==> src/design/assp_pkg.sv <==
// shared constants, types and helpers for the station serial framer
package assp_pkg;
  // control characters and the other character constants
  localparam logic [7:0] CH_SOH = 8'h01;
  localparam logic [7:0] CH_STX = 8'h02;
  localparam logic [7:0] CH_ETX = 8'h03;
  localparam logic [7:0] CH_EOT = 8'h04;
  localparam logic [7:0] CH_BCAST = 8'h2A;
  localparam logic [7:0] CH_ZERO = 8'h30;
  localparam logic [7:0] CH_A_UP = 8'h41;
  localparam logic [7:0] CH_LOWER_OFS = 8'h20;
  localparam logic [7:0] CH_PRINT_MIN = 8'h20;
  localparam logic [7:0] CH_WRITE_MIN = 8'h38;

  // register byte offsets
  localparam logic [7:0] REG_CFG = 8'h00;
  localparam logic [7:0] REG_ACT = 8'h04;
  localparam logic [7:0] REG_IRQ_ST = 8'h08;
  localparam logic [7:0] REG_IRQ_MASK = 8'h0C;
  localparam logic [7:0] REG_STAT = 8'h10;

  // field positions
  localparam int CFG_BAUD_LSB = 0;
  localparam int CFG_DLY_BIT = 4;
  localparam int CFG_STN_LSB = 5;
  localparam int ACT_USB_BIT = 10;
  localparam int IRQ_REPLY_BIT = 0;
  localparam int IRQ_ERR_BIT = 1;
  localparam int IRQ_OK_BIT = 2;
  localparam int STAT_BUSY_BIT = 3;

  // reset values
  localparam logic [4:0] STN_RST = 5'h00;
  localparam logic DLY_RST = 1'b0;
  localparam logic [3:0] BAUD_RST = 4'h0;
  localparam logic [2:0] IRQ_MASK_RST = 3'h0;

  // timing
  localparam int RESP_DELAY_US = 800;
  localparam int CLK_MHZ = 125;
  localparam int RESP_DELAY_CYC = RESP_DELAY_US * CLK_MHZ;

  // answer codes, letter is 'A' plus the code, or 'a' plus it while alarm_i is high
  localparam logic [2:0] ERR_NORMAL = 3'h0;
  localparam logic [2:0] ERR_PARITY = 3'h1;
  localparam logic [2:0] ERR_CKSUM = 3'h2;
  localparam logic [2:0] ERR_CHAR = 3'h3;
  localparam logic [2:0] ERR_CMD = 3'h4;
  localparam logic [2:0] ERR_DATANO = 3'h5;

  // data field lengths by command class
  localparam logic [3:0] WR_DATA_CHARS = 4'h4;
  localparam logic [3:0] RD_DATA_CHARS = 4'h8;

  typedef struct packed {
    logic [4:0] station;
    logic delay;
    logic [3:0] baud;
  } assp_cfg_t;

  typedef struct packed {
    logic [15:0] cmd;
    logic [15:0] dno;
    logic [31:0] data;
    logic bcast;
  } assp_req_t;

  typedef struct packed {
    logic [2:0] code;
    logic [63:0] data;
  } assp_rsp_t;

  typedef struct packed {
    logic frame_ok;
    logic frame_err;
    logic reply_done;
  } assp_evt_t;

  // 0..9 then A..V
  function automatic logic [7:0] stn_char(input logic [4:0] stn);
    if (stn < 5'h0A) begin
      return CH_ZERO + {3'h0, stn};
    end
    return CH_A_UP + {3'h0, stn} - 8'h0A;
  endfunction

  function automatic logic [7:0] hex_char(input logic [3:0] nib);
    return stn_char({1'b0, nib});
  endfunction
endpackage

==> src/design/assp_regs.sv <==
// wishbone register file, settings staging and interrupt logic
`timescale 1ns/1ns
module assp_regs (
  input wire logic clk_i,
  input wire logic rst_i,
  input wire logic wb_cyc_i,
  input wire logic wb_stb_i,
  input wire logic wb_we_i,
  input wire logic [7:0] wb_adr_i,
  input wire logic [3:0] wb_sel_i,
  input wire logic [31:0] wb_dat_i,
  output logic [31:0] wb_dat_o,
  output logic wb_ack_o,
  input wire logic power_cycle_i,
  input wire logic usb_req_i,
  input wire assp_pkg::assp_evt_t evt_i,
  input wire logic busy_i,
  input wire logic [2:0] last_err_i,
  output assp_pkg::assp_cfg_t act_o,
  output logic usb_sel_o,
  output logic irq_o
);
  import assp_pkg::*;

  logic ack, next_ack;
  logic [31:0] rdat, next_rdat;
  assp_cfg_t cfg, next_cfg, act, next_act;
  logic usb_sel, next_usb_sel;
  logic [2:0] st, next_st, mask, next_mask;
  logic wr, rd;

  always_comb begin
    next_ack = wb_cyc_i & wb_stb_i & ~ack;
    // the access commits on the edge where ack is seen high
    wr = wb_cyc_i & wb_stb_i & ack & wb_we_i;
    rd = wb_cyc_i & wb_stb_i & ack & ~wb_we_i;
    next_cfg = cfg;
    next_mask = mask;
    if (wr && wb_adr_i == REG_CFG) begin
      if (wb_sel_i[0]) begin
        next_cfg[7:0] = wb_dat_i[7:0];
      end
      if (wb_sel_i[1]) begin
        next_cfg[9:8] = wb_dat_i[9:8];
      end
    end
    if (wr && wb_adr_i == REG_IRQ_MASK && wb_sel_i[0]) begin
      next_mask = wb_dat_i[2:0];
    end
    // staged settings reach the link only at a power cycle
    next_act = power_cycle_i ? cfg : act;
    next_usb_sel = power_cycle_i ? usb_req_i : usb_sel;
    // only bits the read reported are cleared, so a late event is never lost
    next_st = (rd && wb_adr_i == REG_IRQ_ST) ? (st & ~rdat[2:0]) : st;
    next_st = next_st | evt_i;
    next_rdat = rdat;
    if (next_ack) begin
      unique case (wb_adr_i)
        REG_CFG: next_rdat = {22'h0, cfg};
        REG_ACT: next_rdat = {21'h0, usb_sel, act};
        REG_IRQ_ST: next_rdat = {29'h0, st};
        REG_IRQ_MASK: next_rdat = {29'h0, mask};
        REG_STAT: next_rdat = {28'h0, busy_i, last_err_i};
        default: next_rdat = 32'h0;
      endcase
    end
  end

  always_ff @(posedge clk_i) begin
    if (rst_i) begin
      ack <= 1'b0;
      rdat <= 32'h0;
      cfg <= '{station: STN_RST, delay: DLY_RST, baud: BAUD_RST};
      act <= '{station: STN_RST, delay: DLY_RST, baud: BAUD_RST};
      usb_sel <= 1'b0;
      st <= 3'h0;
      mask <= IRQ_MASK_RST;
    end else begin
      ack <= next_ack;
      rdat <= next_rdat;
      cfg <= next_cfg;
      act <= next_act;
      usb_sel <= next_usb_sel;
      st <= next_st;
      mask <= next_mask;
    end
  end

  assign wb_ack_o = ack;
  assign wb_dat_o = rdat;
  assign act_o = act;
  assign usb_sel_o = usb_sel;
  assign irq_o = |(st & mask);
endmodule

==> src/design/assp_delay.sv <==
// reply delay timer, done is a level once the wait has run out
`timescale 1ns/1ns
module assp_delay #(
  parameter int DELAY_CYCLES = assp_pkg::RESP_DELAY_CYC
) (
  input wire logic clk_i,
  input wire logic rst_i,
  input wire logic start_i,
  input wire logic long_i,
  output logic done_o
);
  import assp_pkg::*;

  localparam int CW = $clog2(DELAY_CYCLES + 1);
  logic [CW-1:0] cnt, next_cnt;

  always_comb begin
    next_cnt = cnt;
    if (start_i) begin
      next_cnt = long_i ? CW'(DELAY_CYCLES) : '0;
    end else if (cnt != '0) begin
      next_cnt = cnt - CW'(1);
    end
  end

  always_ff @(posedge clk_i) begin
    if (rst_i) begin
      cnt <= '0;
    end else begin
      cnt <= next_cnt;
    end
  end

  assign done_o = (cnt == '0) & ~start_i;
endmodule

==> src/design/assp_top.sv <==
// slave framer for the multidrop ascii command/response link
`timescale 1ns/1ns
module assp_top #(
  parameter int RESP_DELAY_CYCLES = assp_pkg::RESP_DELAY_CYC
) (
  input wire logic clk_i,
  input wire logic rst_i,
  input wire logic wb_cyc_i,
  input wire logic wb_stb_i,
  input wire logic wb_we_i,
  input wire logic [7:0] wb_adr_i,
  input wire logic [3:0] wb_sel_i,
  input wire logic [31:0] wb_dat_i,
  output logic [31:0] wb_dat_o,
  output logic wb_ack_o,
  output logic irq_o,
  input wire logic power_cycle_i,
  input wire logic usb_req_i,
  output logic usb_sel_o,
  output logic [3:0] baud_sel_o,
  input wire logic rx_valid_i,
  input wire logic [7:0] rx_data_i,
  input wire logic rx_perr_i,
  output logic tx_valid_o,
  output logic [7:0] tx_data_o,
  input wire logic tx_ready_i,
  output logic tx_en_o,
  input wire logic alarm_i,
  output assp_pkg::assp_req_t app_req_o,
  output logic app_req_valid_o,
  input wire assp_pkg::assp_rsp_t app_rsp_i,
  input wire logic app_rsp_valid_i
);
  import assp_pkg::*;

  typedef enum {
    S_IDLE, S_STN, S_CMD0, S_CMD1, S_STX, S_DNO0, S_DNO1,
    S_DATA, S_CS0, S_CS1, S_APP, S_WAIT, S_TX
  } assp_state_t;

  // write commands carry data, reads carry none but get a data reply when answered normally
  function automatic logic is_write(input logic [15:0] c);
    return c[15:8] >= CH_WRITE_MIN;
  endfunction

  function automatic logic [3:0] wr_len(input logic [15:0] c);
    return is_write(c) ? WR_DATA_CHARS : 4'h0;
  endfunction

  assp_state_t state, next_state;
  assp_cfg_t act;
  assp_evt_t evt;
  logic [7:0] sum, next_sum, cs_hi, next_cs_hi;
  logic hit, next_hit, bcast, next_bcast;
  logic perr, next_perr, cerr, next_cerr;
  logic [15:0] cmd, next_cmd, dno, next_dno;
  logic [31:0] data, next_data;
  logic [3:0] dcnt, next_dcnt, rsp_len, next_rsp_len;
  logic [2:0] code, next_code;
  logic reply, next_reply;
  logic [63:0] rsp, next_rsp;
  logic [3:0] tx_idx, next_tx_idx;
  logic [7:0] tx_sum, next_tx_sum, tx_data, next_tx_data, tx_byte;
  logic tx_valid, next_tx_valid;
  logic req_valid, next_req_valid;
  logic usb_sel, rx_ok, tmr_start, tmr_done, c_ok;
  logic [7:0] own_char, rx_sum;

  assp_regs u_regs (
    .clk_i(clk_i),
    .rst_i(rst_i),
    .wb_cyc_i(wb_cyc_i),
    .wb_stb_i(wb_stb_i),
    .wb_we_i(wb_we_i),
    .wb_adr_i(wb_adr_i),
    .wb_sel_i(wb_sel_i),
    .wb_dat_i(wb_dat_i),
    .wb_dat_o(wb_dat_o),
    .wb_ack_o(wb_ack_o),
    .power_cycle_i(power_cycle_i),
    .usb_req_i(usb_req_i),
    .evt_i(evt),
    .busy_i(state != S_IDLE),
    .last_err_i(code),
    .act_o(act),
    .usb_sel_o(usb_sel),
    .irq_o(irq_o)
  );

  assp_delay #(
    .DELAY_CYCLES(RESP_DELAY_CYCLES)
  ) u_delay (
    .clk_i(clk_i),
    .rst_i(rst_i),
    .start_i(tmr_start),
    .long_i(act.delay),
    .done_o(tmr_done)
  );

  always_comb begin
    own_char = stn_char(act.station);
    rx_ok = rx_valid_i & ~usb_sel;
    rx_sum = sum + rx_data_i;
    c_ok = (cs_hi == hex_char(sum[7:4])) && (rx_data_i == hex_char(sum[3:0]));
    // reply byte chosen by position: STX, station, letter, data, ETX, check
    if (tx_idx == 4'h0) begin
      tx_byte = CH_STX;
    end else if (tx_idx == 4'h1) begin
      tx_byte = own_char;
    end else if (tx_idx == 4'h2) begin
      tx_byte = CH_A_UP + {5'h0, code} + (alarm_i ? CH_LOWER_OFS : 8'h00);
    end else if (tx_idx < rsp_len + 4'h3) begin
      tx_byte = rsp[63:56];
    end else if (tx_idx == rsp_len + 4'h3) begin
      tx_byte = CH_ETX;
    end else if (tx_idx == rsp_len + 4'h4) begin
      tx_byte = hex_char(tx_sum[7:4]);
    end else begin
      tx_byte = hex_char(tx_sum[3:0]);
    end
  end

  always_comb begin
    next_state = state;
    next_sum = sum;
    next_cs_hi = cs_hi;
    next_hit = hit;
    next_bcast = bcast;
    next_perr = perr;
    next_cerr = cerr;
    next_cmd = cmd;
    next_dno = dno;
    next_data = data;
    next_dcnt = dcnt;
    next_rsp_len = rsp_len;
    next_code = code;
    next_reply = reply;
    next_rsp = rsp;
    next_tx_idx = tx_idx;
    next_tx_sum = tx_sum;
    next_tx_data = tx_data;
    next_tx_valid = tx_valid;
    next_req_valid = 1'b0;
    tmr_start = 1'b0;
    evt = '0;
    if (state inside {S_APP, S_WAIT, S_TX}) begin
      // half duplex: receive is deaf while a reply is pending
    end else if (rx_ok && rx_data_i == CH_EOT) begin
      next_state = S_IDLE;
    end else if (rx_ok && rx_data_i == CH_SOH) begin
      next_state = S_STN;
      next_sum = 8'h00;
      next_perr = 1'b0;
      next_cerr = 1'b0;
    end else if (rx_ok && state != S_IDLE) begin
      next_sum = rx_sum;
      next_perr = perr | rx_perr_i;
      next_cerr = cerr | rx_data_i[7];
      unique case (state)
        S_STN: begin
          next_hit = rx_data_i == own_char;
          next_bcast = rx_data_i == CH_BCAST;
          next_state = (next_hit | next_bcast) ? S_CMD0 : S_IDLE;
        end
        S_CMD0: begin
          next_cmd[15:8] = rx_data_i;
          next_state = S_CMD1;
        end
        S_CMD1: begin
          next_cmd[7:0] = rx_data_i;
          next_state = S_STX;
        end
        S_STX: begin
          next_cerr = next_cerr | (rx_data_i != CH_STX);
          next_state = S_DNO0;
        end
        S_DNO0: begin
          next_dno[15:8] = rx_data_i;
          next_state = S_DNO1;
        end
        S_DNO1: begin
          next_dno[7:0] = rx_data_i;
          next_dcnt = 4'h0;
          next_data = 32'h0;
          next_state = S_DATA;
        end
        S_DATA: begin
          if (rx_data_i == CH_ETX) begin
            next_cerr = next_cerr | (dcnt != wr_len(cmd));
            next_state = S_CS0;
          end else begin
            next_cerr = next_cerr | (rx_data_i < CH_PRINT_MIN);
            if (dcnt < WR_DATA_CHARS) begin
              next_data = {data[23:0], rx_data_i};
            end
            if (dcnt != 4'hF) begin
              next_dcnt = dcnt + 4'h1;
            end
          end
        end
        S_CS0: begin
          next_sum = sum;
          next_cs_hi = rx_data_i;
          next_state = S_CS1;
        end
        S_CS1: begin
          next_sum = sum;
          // parity before check before character errors
          next_code = next_perr ? ERR_PARITY :
                      !c_ok ? ERR_CKSUM :
                      next_cerr ? ERR_CHAR : ERR_NORMAL;
          next_reply = hit | (bcast & (act.station == 5'h00));
          next_rsp_len = 4'h0;
          tmr_start = 1'b1;
          if (next_code == ERR_NORMAL) begin
            evt.frame_ok = 1'b1;
            next_req_valid = 1'b1;
            next_state = S_APP;
          end else begin
            evt.frame_err = 1'b1;
            next_state = next_reply ? S_WAIT : S_IDLE;
          end
        end
        default: next_state = S_IDLE;
      endcase
    end
    unique case (state)
      S_APP: begin
        if (app_rsp_valid_i) begin
          next_code = app_rsp_i.code;
          next_rsp = app_rsp_i.data;
          // normal reads answer with a data field, writes and error answers with the letter only
          next_rsp_len = (app_rsp_i.code == ERR_NORMAL && !is_write(cmd)) ?
                         RD_DATA_CHARS : 4'h0;
          next_state = reply ? S_WAIT : S_IDLE;
        end
      end
      S_WAIT: begin
        if (tmr_done) begin
          next_state = S_TX;
          next_tx_idx = 4'h0;
          next_tx_sum = 8'h00;
        end
      end
      S_TX: begin
        if (!tx_valid || tx_ready_i) begin
          if (tx_idx == rsp_len + 4'h6) begin
            next_tx_valid = 1'b0;
            next_state = S_IDLE;
            evt.reply_done = 1'b1;
          end else begin
            next_tx_valid = 1'b1;
            next_tx_data = tx_byte;
            next_tx_idx = tx_idx + 4'h1;
            if (tx_idx != 4'h0 && tx_idx <= rsp_len + 4'h3) begin
              next_tx_sum = tx_sum + tx_byte;
            end
            if (tx_idx > 4'h2 && tx_idx < rsp_len + 4'h3) begin
              next_rsp = {rsp[55:0], 8'h00};
            end
          end
        end
      end
      default: begin
      end
    endcase
  end

  always_ff @(posedge clk_i) begin
    if (rst_i) begin
      state <= S_IDLE;
      sum <= 8'h00;
      cs_hi <= 8'h00;
      hit <= 1'b0;
      bcast <= 1'b0;
      perr <= 1'b0;
      cerr <= 1'b0;
      cmd <= 16'h0;
      dno <= 16'h0;
      data <= 32'h0;
      dcnt <= 4'h0;
      rsp_len <= 4'h0;
      code <= ERR_NORMAL;
      reply <= 1'b0;
      rsp <= 64'h0;
      tx_idx <= 4'h0;
      tx_sum <= 8'h00;
      tx_data <= 8'h00;
      tx_valid <= 1'b0;
      req_valid <= 1'b0;
    end else begin
      state <= next_state;
      sum <= next_sum;
      cs_hi <= next_cs_hi;
      hit <= next_hit;
      bcast <= next_bcast;
      perr <= next_perr;
      cerr <= next_cerr;
      cmd <= next_cmd;
      dno <= next_dno;
      data <= next_data;
      dcnt <= next_dcnt;
      rsp_len <= next_rsp_len;
      code <= next_code;
      reply <= next_reply;
      rsp <= next_rsp;
      tx_idx <= next_tx_idx;
      tx_sum <= next_tx_sum;
      tx_data <= next_tx_data;
      tx_valid <= next_tx_valid;
      req_valid <= next_req_valid;
    end
  end

  assign baud_sel_o = act.baud;
  assign usb_sel_o = usb_sel;
  assign tx_valid_o = tx_valid;
  assign tx_data_o = tx_data;
  assign tx_en_o = state == S_TX;
  assign app_req_o = '{cmd: cmd, dno: dno, data: data, bcast: bcast};
  assign app_req_valid_o = req_valid;
endmodule

==> config.mk <==
export PLATFORM = sky130hd
export DESIGN_NAME = assp_top
export DESIGN_NICKNAME = d
export VERILOG_FILES = /design/src/design/assp_pkg.sv /design/src/design/assp_regs.sv /design/src/design/assp_delay.sv /design/src/design/assp_top.sv
export SDC_FILE = /design/constraint.sdc
export NUM_CORES = 1
export LEC_CHECK = 0
export BUFFER_PORTS_ARGS = -buffer_cell sky130_fd_sc_hd__buf_2
export CAP_MARGIN = 20
export CORE_UTILIZATION = 45
export DETAILED_ROUTE_END_ITERATION = 10
export GPL_TIMING_DRIVEN = 0
export MAX_ROUTING_LAYER = met4
export PLACE_DENSITY_LB_ADDON = 0.2
export SKIP_LAST_GASP = 1
export SLEW_MARGIN = 20
export SYNTH_ARGS = -nofsm -noshare
export SYNTH_HDL_FRONTEND = slang
export SYNTH_SLANG_ARGS = --single-unit
==> constraint.sdc <==
create_clock -name clk_i -period 4.45 [get_ports clk_i]
set_input_delay 0.445 -clock clk_i [delete_from_list [all_inputs] [get_ports clk_i]]
set_output_delay 0.445 -clock clk_i [all_outputs]
set_load 0.01 [all_outputs]
# Yosys cells after proc, flatten, opt, wreduce, memory -nomap -nowiden
# Index checks and enable logic that the tools add are counted.
[totals]
ff_bits = 291
latchBits = 0
ram_bits = 0
mem_bits_ro = 0
inputBits = 131
out_inout_bits = 115
wordCells = 310
memories = 0
[classes]
n_addsub = 25
multipliers = 0
div_mod_pow = 0
n_lt_le_gt_ge = 11
eq_ne = 42
n_shift = 0
muxes = 118
bitwise_logic = 29
n_reduce_logical = 50
[op_table]
columns = ["operator", "n"]
rows = [
  ["$mux W32", 11],
  ["$pmux W32 S9", 1],
  ["$mux W64", 4],
  ["$mux W8", 23],
  ["$eq A32 B4 Y1 const B", 5],
  ["$eq A32 B3 Y1 const B", 4],
  ["$pmux W64 S2", 1],
  ["$pmux W32 S3", 1],
  ["$eq A32 B2 Y1 const B", 2],
  ["$mux W4", 16],
  ["$pmux W32 S2", 1],
  ["$pmux W11 S5", 1],
  ["$mux W17", 3],
  ["$reduce_and A5 Y1", 9],
  ["$sub A8 B4 Y8 const B", 5],
  ["$mux W1", 33],
  ["$add A7 B4 Y8 const A", 4],
  ["$eq A32 B1 Y1 const B", 1],
  ["$eq A32 B5 Y1 const B", 1],
  ["$reduce_bool A32 Y1", 1],
  ["$add A6 B4 Y7 const A", 4],
  ["$mux W3", 9],
  ["$eq A8 B8 Y1", 3],
  ["$mux W2", 9],
  ["60 further kinds", 123],
]

# Depth between registers and ports, before layout
[logic_depth]
word_depth = 20
ltp_mapped = 19
ltp_nobuf = 19

# Modules after synthesis
# A second synthesis with hierarchy kept.
[unflattened]
cells_unflattened = 1582
hier_area_um2 = 13188.9
[by_module_without_submodules]
columns = ["mod", "instances", "cells_per_inst", "area_each_um2", "seq_area_each_um2"]
rows = [
  ["assp_top", 1, 1287, 10466.3, 4284.1],
  ["assp_regs", 1, 197, 1890.6, 780.7],
  ["assp_delay", 1, 98, 832.0, 340.3],
]

# Least setup slack after synthesis
# Ideal clock, no wire load.
[synth_path]
kind = "register to register"
start = "register rsp_len[1]"
end = "register tx_sum[7]"
setup_ns = 0.128
t_arrival_ns = 3.488
required_ns = 4.322
path_slack_ns = 0.834
stages_incl_launch_ff = 19
path_buffers = 0
synth_period_minus_slack_ns = 3.616
cell_sequence = "dfxtp_1 > inv_1 > ha_1 > a21oi_1 > xor2_1 > ha_1 > nand4_1 > a21bo_1 > a211o_1 > a21oi_1 > inv_1 > ha_1 > a21oi_1 > o21ai_0 > a2111oi_0 > nor3_1 > xnor2_1 > o2111ai_1 > o41ai_1"
[synth_via]
elab_chain_len = 13
elab_cells_between_ends = 23
classes_between = "add/sub (4); order compare (2); eq/ne (5); mux (10); reduce/logical (2)"
[synth_lines]
columns = ["element", "line_no", "source"]
rows = [
  ["from (decl)", "assp_top.sv:58", "logic [3:0] dcnt, next_dcnt, rsp_len, next_rsp_len;"],
  ["from (signal assigned)", "assp_top.sv:303", "rsp_len <= next_rsp_len;"],
  ["$add A4 B3 Y4", "assp_top.sv:116", "end else if (tx_idx == rsp_len + 4'h4) begin"],
  ["$eq A4 B4 Y1", "assp_top.sv:116", ""],
  ["$mux W8", "assp_top.sv:116", ""],
  ["$mux W8", "assp_top.sv:114", "end else if (tx_idx == rsp_len + 4'h3) begin"],
  ["$mux W8 *", "assp_top.sv:112", "end else if (tx_idx < rsp_len + 4'h3) begin"],
  ["$mux W8 *", "assp_top.sv:110", "end else if (tx_idx == 4'h2) begin"],
  ["$mux W8 *", "assp_top.sv:108", "end else if (tx_idx == 4'h1) begin"],
  ["$mux W8 *", "assp_top.sv:106", "if (tx_idx == 4'h0) begin"],
  ["named net tx_byte[1]", "assp_top.sv:63", "logic [7:0] tx_sum, next_tx_sum, tx_data, next_tx_data, tx_byte;"],
  ["$add A8 B8 Y8 *", "assp_top.sv:256", "next_tx_sum = tx_sum + tx_byte;"],
  ["$mux W8 *", "assp_top.sv:255", "if (tx_idx != 4'h0 && tx_idx <= rsp_len + 4'h3) begin"],
  ["$mux W8 *", "assp_top.sv:247", "if (tx_idx == rsp_len + 4'h6) begin"],
  ["$mux W8 *", "assp_top.sv:246", "if (!tx_valid || tx_ready_i) begin"],
  ["$pmux W8 S2 *", "assp_top.sv:227", "unique case (state)"],
  ["to (signal assigned)", "assp_top.sv:308", "tx_sum <= next_tx_sum;"],
  ["to (decl)", "assp_top.sv:63", ""],
]
# The timed path passes the listed nets; every way through them passes the cells marked *. The select of a mux whose other input is x is not followed.
# A chain may end at the register's enable or synchronous reset.

# Final worst setup path
# Same ends and word-level chain as after synthesis.

==> results.py <==
metrics = {
    "outcome": {
        "run_status": "finished clean",
    },
    "run": {
        "maxCapViolCount": 0,
    },
    "worst_setup_path": {
        "timing.critical_path.fanout_max": 8,
        "regToRegStartpoint": "rsp_len[1]$_SDFF_PP0_",
        "data_required_time_of_the_worst_path_ps": 4880,
        "r2r-end": "tx_sum[7]$_SDFFE_PP0P_",
        "classification_of_the_worst_setup_path": "reg2reg",
        "reg2regPathDepth": 18,
        "timing.critical_path.cells": "inv_1 > ha_1 > a21oi_1 > xor2_1 > ha_1 > nand4_1 > a21bo_1 > a211o_1 > a21oi_2 > inv_1 > ha_1 > a21oi_1 > o21ai_0 > a2111oi_1 > nor3_1 > xnor2_1 > o2111ai_1 > o41ai_1",
        "buffering_stage_count_on_the_worst_path_with_inverters_included": 2,
        "setup.reg_to_reg.worst_slack_ps": 370,
        "cp_slowest_stage_delay_ps": 400,
        "worstSetupEndpointType": "flop",
        "timing.critical_path.max_delay_family": "compound AO/OA/AOI/OAI gates",
        "timing.critical_path.mode_cell": "sky130_fd_sc_hd__ha_1",
        "start_kind": "flop",
        "cp_data_arrival_time_ps": 4510,
        "critical-path-slowest-cell": "sky130_fd_sc_hd__dfxtp_1",
    },
    "logic_synthesis": {
        "dominant_register_cell_in_the_synthesized_netlist": "sky130_fd_sc_hd__dfxtp_1",
        "count_of_yosys_warnings_during_synthesis": 0,
        "post_synth.cell_area_avg_um2": 8.62,
        "synth.lib_cells_used.distinct": 78,
        "postSynthCellCount": 1580,
        "synth_top_area_cell": "sky130_fd_sc_hd__dfxtp_1",
        "seq_area_frac_synth_pct": 39.7,
        "synth.cell_area_um2": 13600,
        "ys_top_cells_by_count": "270 x sky130_fd_sc_hd__dfxtp_1, 213 x sky130_fd_sc_hd__nor2_1, 126 x sky130_fd_sc_hd__nand2_1, 122 x sky130_fd_sc_hd__mux2i_1, 113 x sky130_fd_sc_hd__a21oi_1",
        "ys_seq_elements": 270,
        "yosys.cell_count.top_type": "sky130_fd_sc_hd__dfxtp_1",
        "synth_top_area_share_pct": 39.7,
        "synth_async_sr_flop_share_pct": 0,
        "netlist_top_cells_area": "sky130_fd_sc_hd__dfxtp_1 40%, sky130_fd_sc_hd__mux2i_1 9.0%, sky130_fd_sc_hd__nor2_1 5.9%",
        "synth-edff-count": 0,
    },
    "finish": {
        "design_area_um2": 16200,
        "share_of_cells_above_drive_strength_1_pct": 19.7,
        "post_layout_nonfiller_instances": 2245,
        "final.fill_count": 2835,
        "regArea_um2": 5410,
        "multiInputGateArea_um2": 7520,
        "flow.area_growth_from_synthesis_pct": 19.2,
        "finish.net_count": 2000,
    },
    "placed_design": {
        "place.gp.congestion": 0.921,
        "dpl.hpwl_um": 29100,
        "dpl-instance-area_um2": 15200,
        "io_buffer_count": 198,
        "dp_cells": 2188,
    },
    "sta": {
        "min_period_over_period_pct": 91.8,
        "worst_slew_margin_rel_pct": 34.3,
        "final-setup-viol-count": 0,
        "final_hold_viol_count": 0,
        "worstMarginPinSlew_ps": 978,
        "maxSlewViolCount": 0,
        "timing.fmax_ghz": 0.245,
        "fin_worst_skew_ps": 19.0,
        "rsz0062_at_grt": "no",
        "finalWorstPathRequiredPeriod_ps": 4080,
        "whs_ps": 131,
        "sum_of_negative_setup_slack_ps": 0,
    },
    "clocking": {
        "cts_made_buffers": 30,
        "cts_tree": "yes",
        "clock_pin_slew_worst_setup_and_hold_paths_ps": 60,
        "worstSkewPairLatency_ps": 570,
        "ctsHoldBuffers": 0,
        "clock_tree.root_cell": "sky130_fd_sc_hd__clkbuf_16",
        "cts_setup_buffers": 0,
        "clock_sink_count": 270,
        "clock_path_buffers": 3,
        "htree_num_levels": 1,
    },
    "grt": {
        "grt_pass1_wl_um": 61300,
        "via_count_of_the_first_global_routing_pass": 11700,
        "maximum_number_of_pins_on_one_net_before_global_route_repair": 16,
        "antenna_found_initial": 1,
        "grt-ovfl-total": 0,
        "grt_util_all_layers_pct": 25.4,
    },
    "floorplanning": {
        "design.core.area_um2": 29700,
        "die-height_um": 176,
        "rows": 63,
        "initial_utilization_pct": 45.8,
        "floorplan.die_area_um2": 31000,
        "pin_count": 246,
        "die-width_um": 176,
    },
    "drt": {
        "drtAntennaViolNets": 0,
        "drtIter0Drc": 822,
        "drt_wl_total_um": 38700,
        "drc_errors": 0,
        "routed_wire_length_per_instance_um": 17.2,
        "drt_pre_antenna_iters": 5,
        "route.detailed.vias_per_inst": 5.46,
        "vias": 12300,
    },
    "worst_hold_path": {
        "whs_endpoint": "u_regs.usb_sel_o$_SDFFE_PP0P_",
        "hold_start": "usb_req_i",
        "hold_path_depth": 3,
        "min-delay-path-class": "in2reg",
    },
    "power_and_ir_drop": {
        "static-leakage-power_nw": 7.01,
        "power_density_nw_per_um2": 357,
        "power.ir.vdd_worst_mv": 0.263,
        "total_power_mw": 5.79,
    },
}
==> final cells by class <==
cell class,count,area share (%)
multi-input combinational,1164,46.3
sequential,270,33.3
timing repair buffer,198,6.10
clock buffer,38,5.11
buffer,125,3.93
tap,390,3.00
clock inverter,18,1.32
inverter,41,0.955
antenna,1,0.0154
==> sequential cells by signal, indices dropped and copies added, names as in the netlist, 3 cells and up <==
name / count
state: 32
tx_idx: 4
dcnt: 4
rsp: 64
data: 32
u_delay.cnt: 17
u_regs.st: 3
rsp_len: 4
tx_sum: 8
tx_data_o: 8
u_regs.mask: 3
cs_hi: 8
dno: 16
u_regs.wb_dat_o: 11
u_regs.cfg: 10
sum: 8
cmd: 16
code: 3
u_regs.act_o: 10
==> where the power goes <==
| part | internal, mW | switching, mW | total [mW] | leakage [nW] |
|---|---|---|---|---|
| Clock | 1.55 | 1.04 | 2.59 | 0.509 |
| Combinational | 0.261 | 0.388 | 0.650 | 4.32 |
| Sequential | 2.49 | 0.0635 | 2.55 | 2.18 |
| Total | 4.30 | 1.49 | 5.79 | 7.01 |
==> placed cells by master, fill, tap and decap left out, types with 21 or more instances in the layout <==
cell type,count
sky130_fd_sc_hd__ha_1,37
sky130_fd_sc_hd__xnor2_1,27
sky130_fd_sc_hd__and2_1,42
sky130_fd_sc_hd__nand3_1,79
sky130_fd_sc_hd__mux2i_1,122
sky130_fd_sc_hd__nor3_1,28
sky130_fd_sc_hd__dfxtp_1,270
sky130_fd_sc_hd__nor2_1,213
sky130_fd_sc_hd__xor2_1,23
sky130_fd_sc_hd__o21ai_0,37
sky130_fd_sc_hd__buf_4,30
sky130_fd_sc_hd__inv_1,40
sky130_fd_sc_hd__a211oi_1,26
sky130_fd_sc_hd__conb_1,21
sky130_fd_sc_hd__nand2_1,126
sky130_fd_sc_hd__buf_2,213
sky130_fd_sc_hd__clkbuf_16,30
sky130_fd_sc_hd__a21oi_1,111
sky130_fd_sc_hd__a211oi_2,41
sky130_fd_sc_hd__clkbuf_1,70
==> logic make-up (layout without fill, tap and decap cells) <==
family	Yosys count	count (layout)	synth area share, %
compound gates	318	318	16.6
xor+xnor	50	50	3.21
fa+ha+maj	39	39	3.69
buf+inv	166	420	5.82
flops	270	270	39.7
mux	126	126	9.30
other cells	1	22	0.0275
simple gates	610	610	21.6
==> routing by layer <==
layer  global-route usage (%)  wire length [um]  part of all wire (%)
met1                     33.6             18000                    47
met3                     3.06              1940                   5.0
met2                     40.6             17800                    46
met5                        -                 0                     0
met4                     7.46               945                   2.4
==> how the worst max path moves through the flow <==
stage | cells after the start | endpoint | startpoint
after floorplan | 18 | tx_sum[7]$_SDFFE_PP0P_ | rsp_len[1]$_SDFF_PP0_
after global placement | 18 | tx_sum[7]$_SDFFE_PP0P_ | rsp_len[1]$_SDFF_PP0_
after detailed placement | 19 | tx_sum[7]$_SDFFE_PP0P_ | rsp_len[1]$_SDFF_PP0_
after CTS | 18 | tx_sum[7]$_SDFFE_PP0P_ | rsp_len[1]$_SDFF_PP0_
after global routing | 18 | tx_sum[7]$_SDFFE_PP0P_ | rsp_len[1]$_SDFF_PP0_
final | 18 | tx_sum[7]$_SDFFE_PP0P_ | rsp_len[1]$_SDFF_PP0_
==> worst reg2reg max path, delay by kind of cell (launching register included) <==
family | cells | cell delay (ps)
adder cells (fa/ha/maj) | 3 | 750
AND/OR/NAND/NOR | 2 | 260
XOR/XNOR | 2 | 340
AO/OA/AOI/OAI | 9 | 2020
buffers and inverters | 2 | 180
flip-flops | 1 | 400
==> metrics by stage <==
stage | worst slack (ps) | util (%)
after floorplan | 834 | -
after global placement | 354 | 51.1
after detailed placement | 287 | 51.1
after CTS | 283 | 54.6
after global routing | 23.9 | 54.7
final | 366 | 54.7
==> repair_timing <==
action                                  4_1_cts  5_1_grt
endpoints found under the setup margin        0        1
gates resized for setup                       0        4
hold endpoints to repair                      0        0
Power figures use the tool's default switching activity.
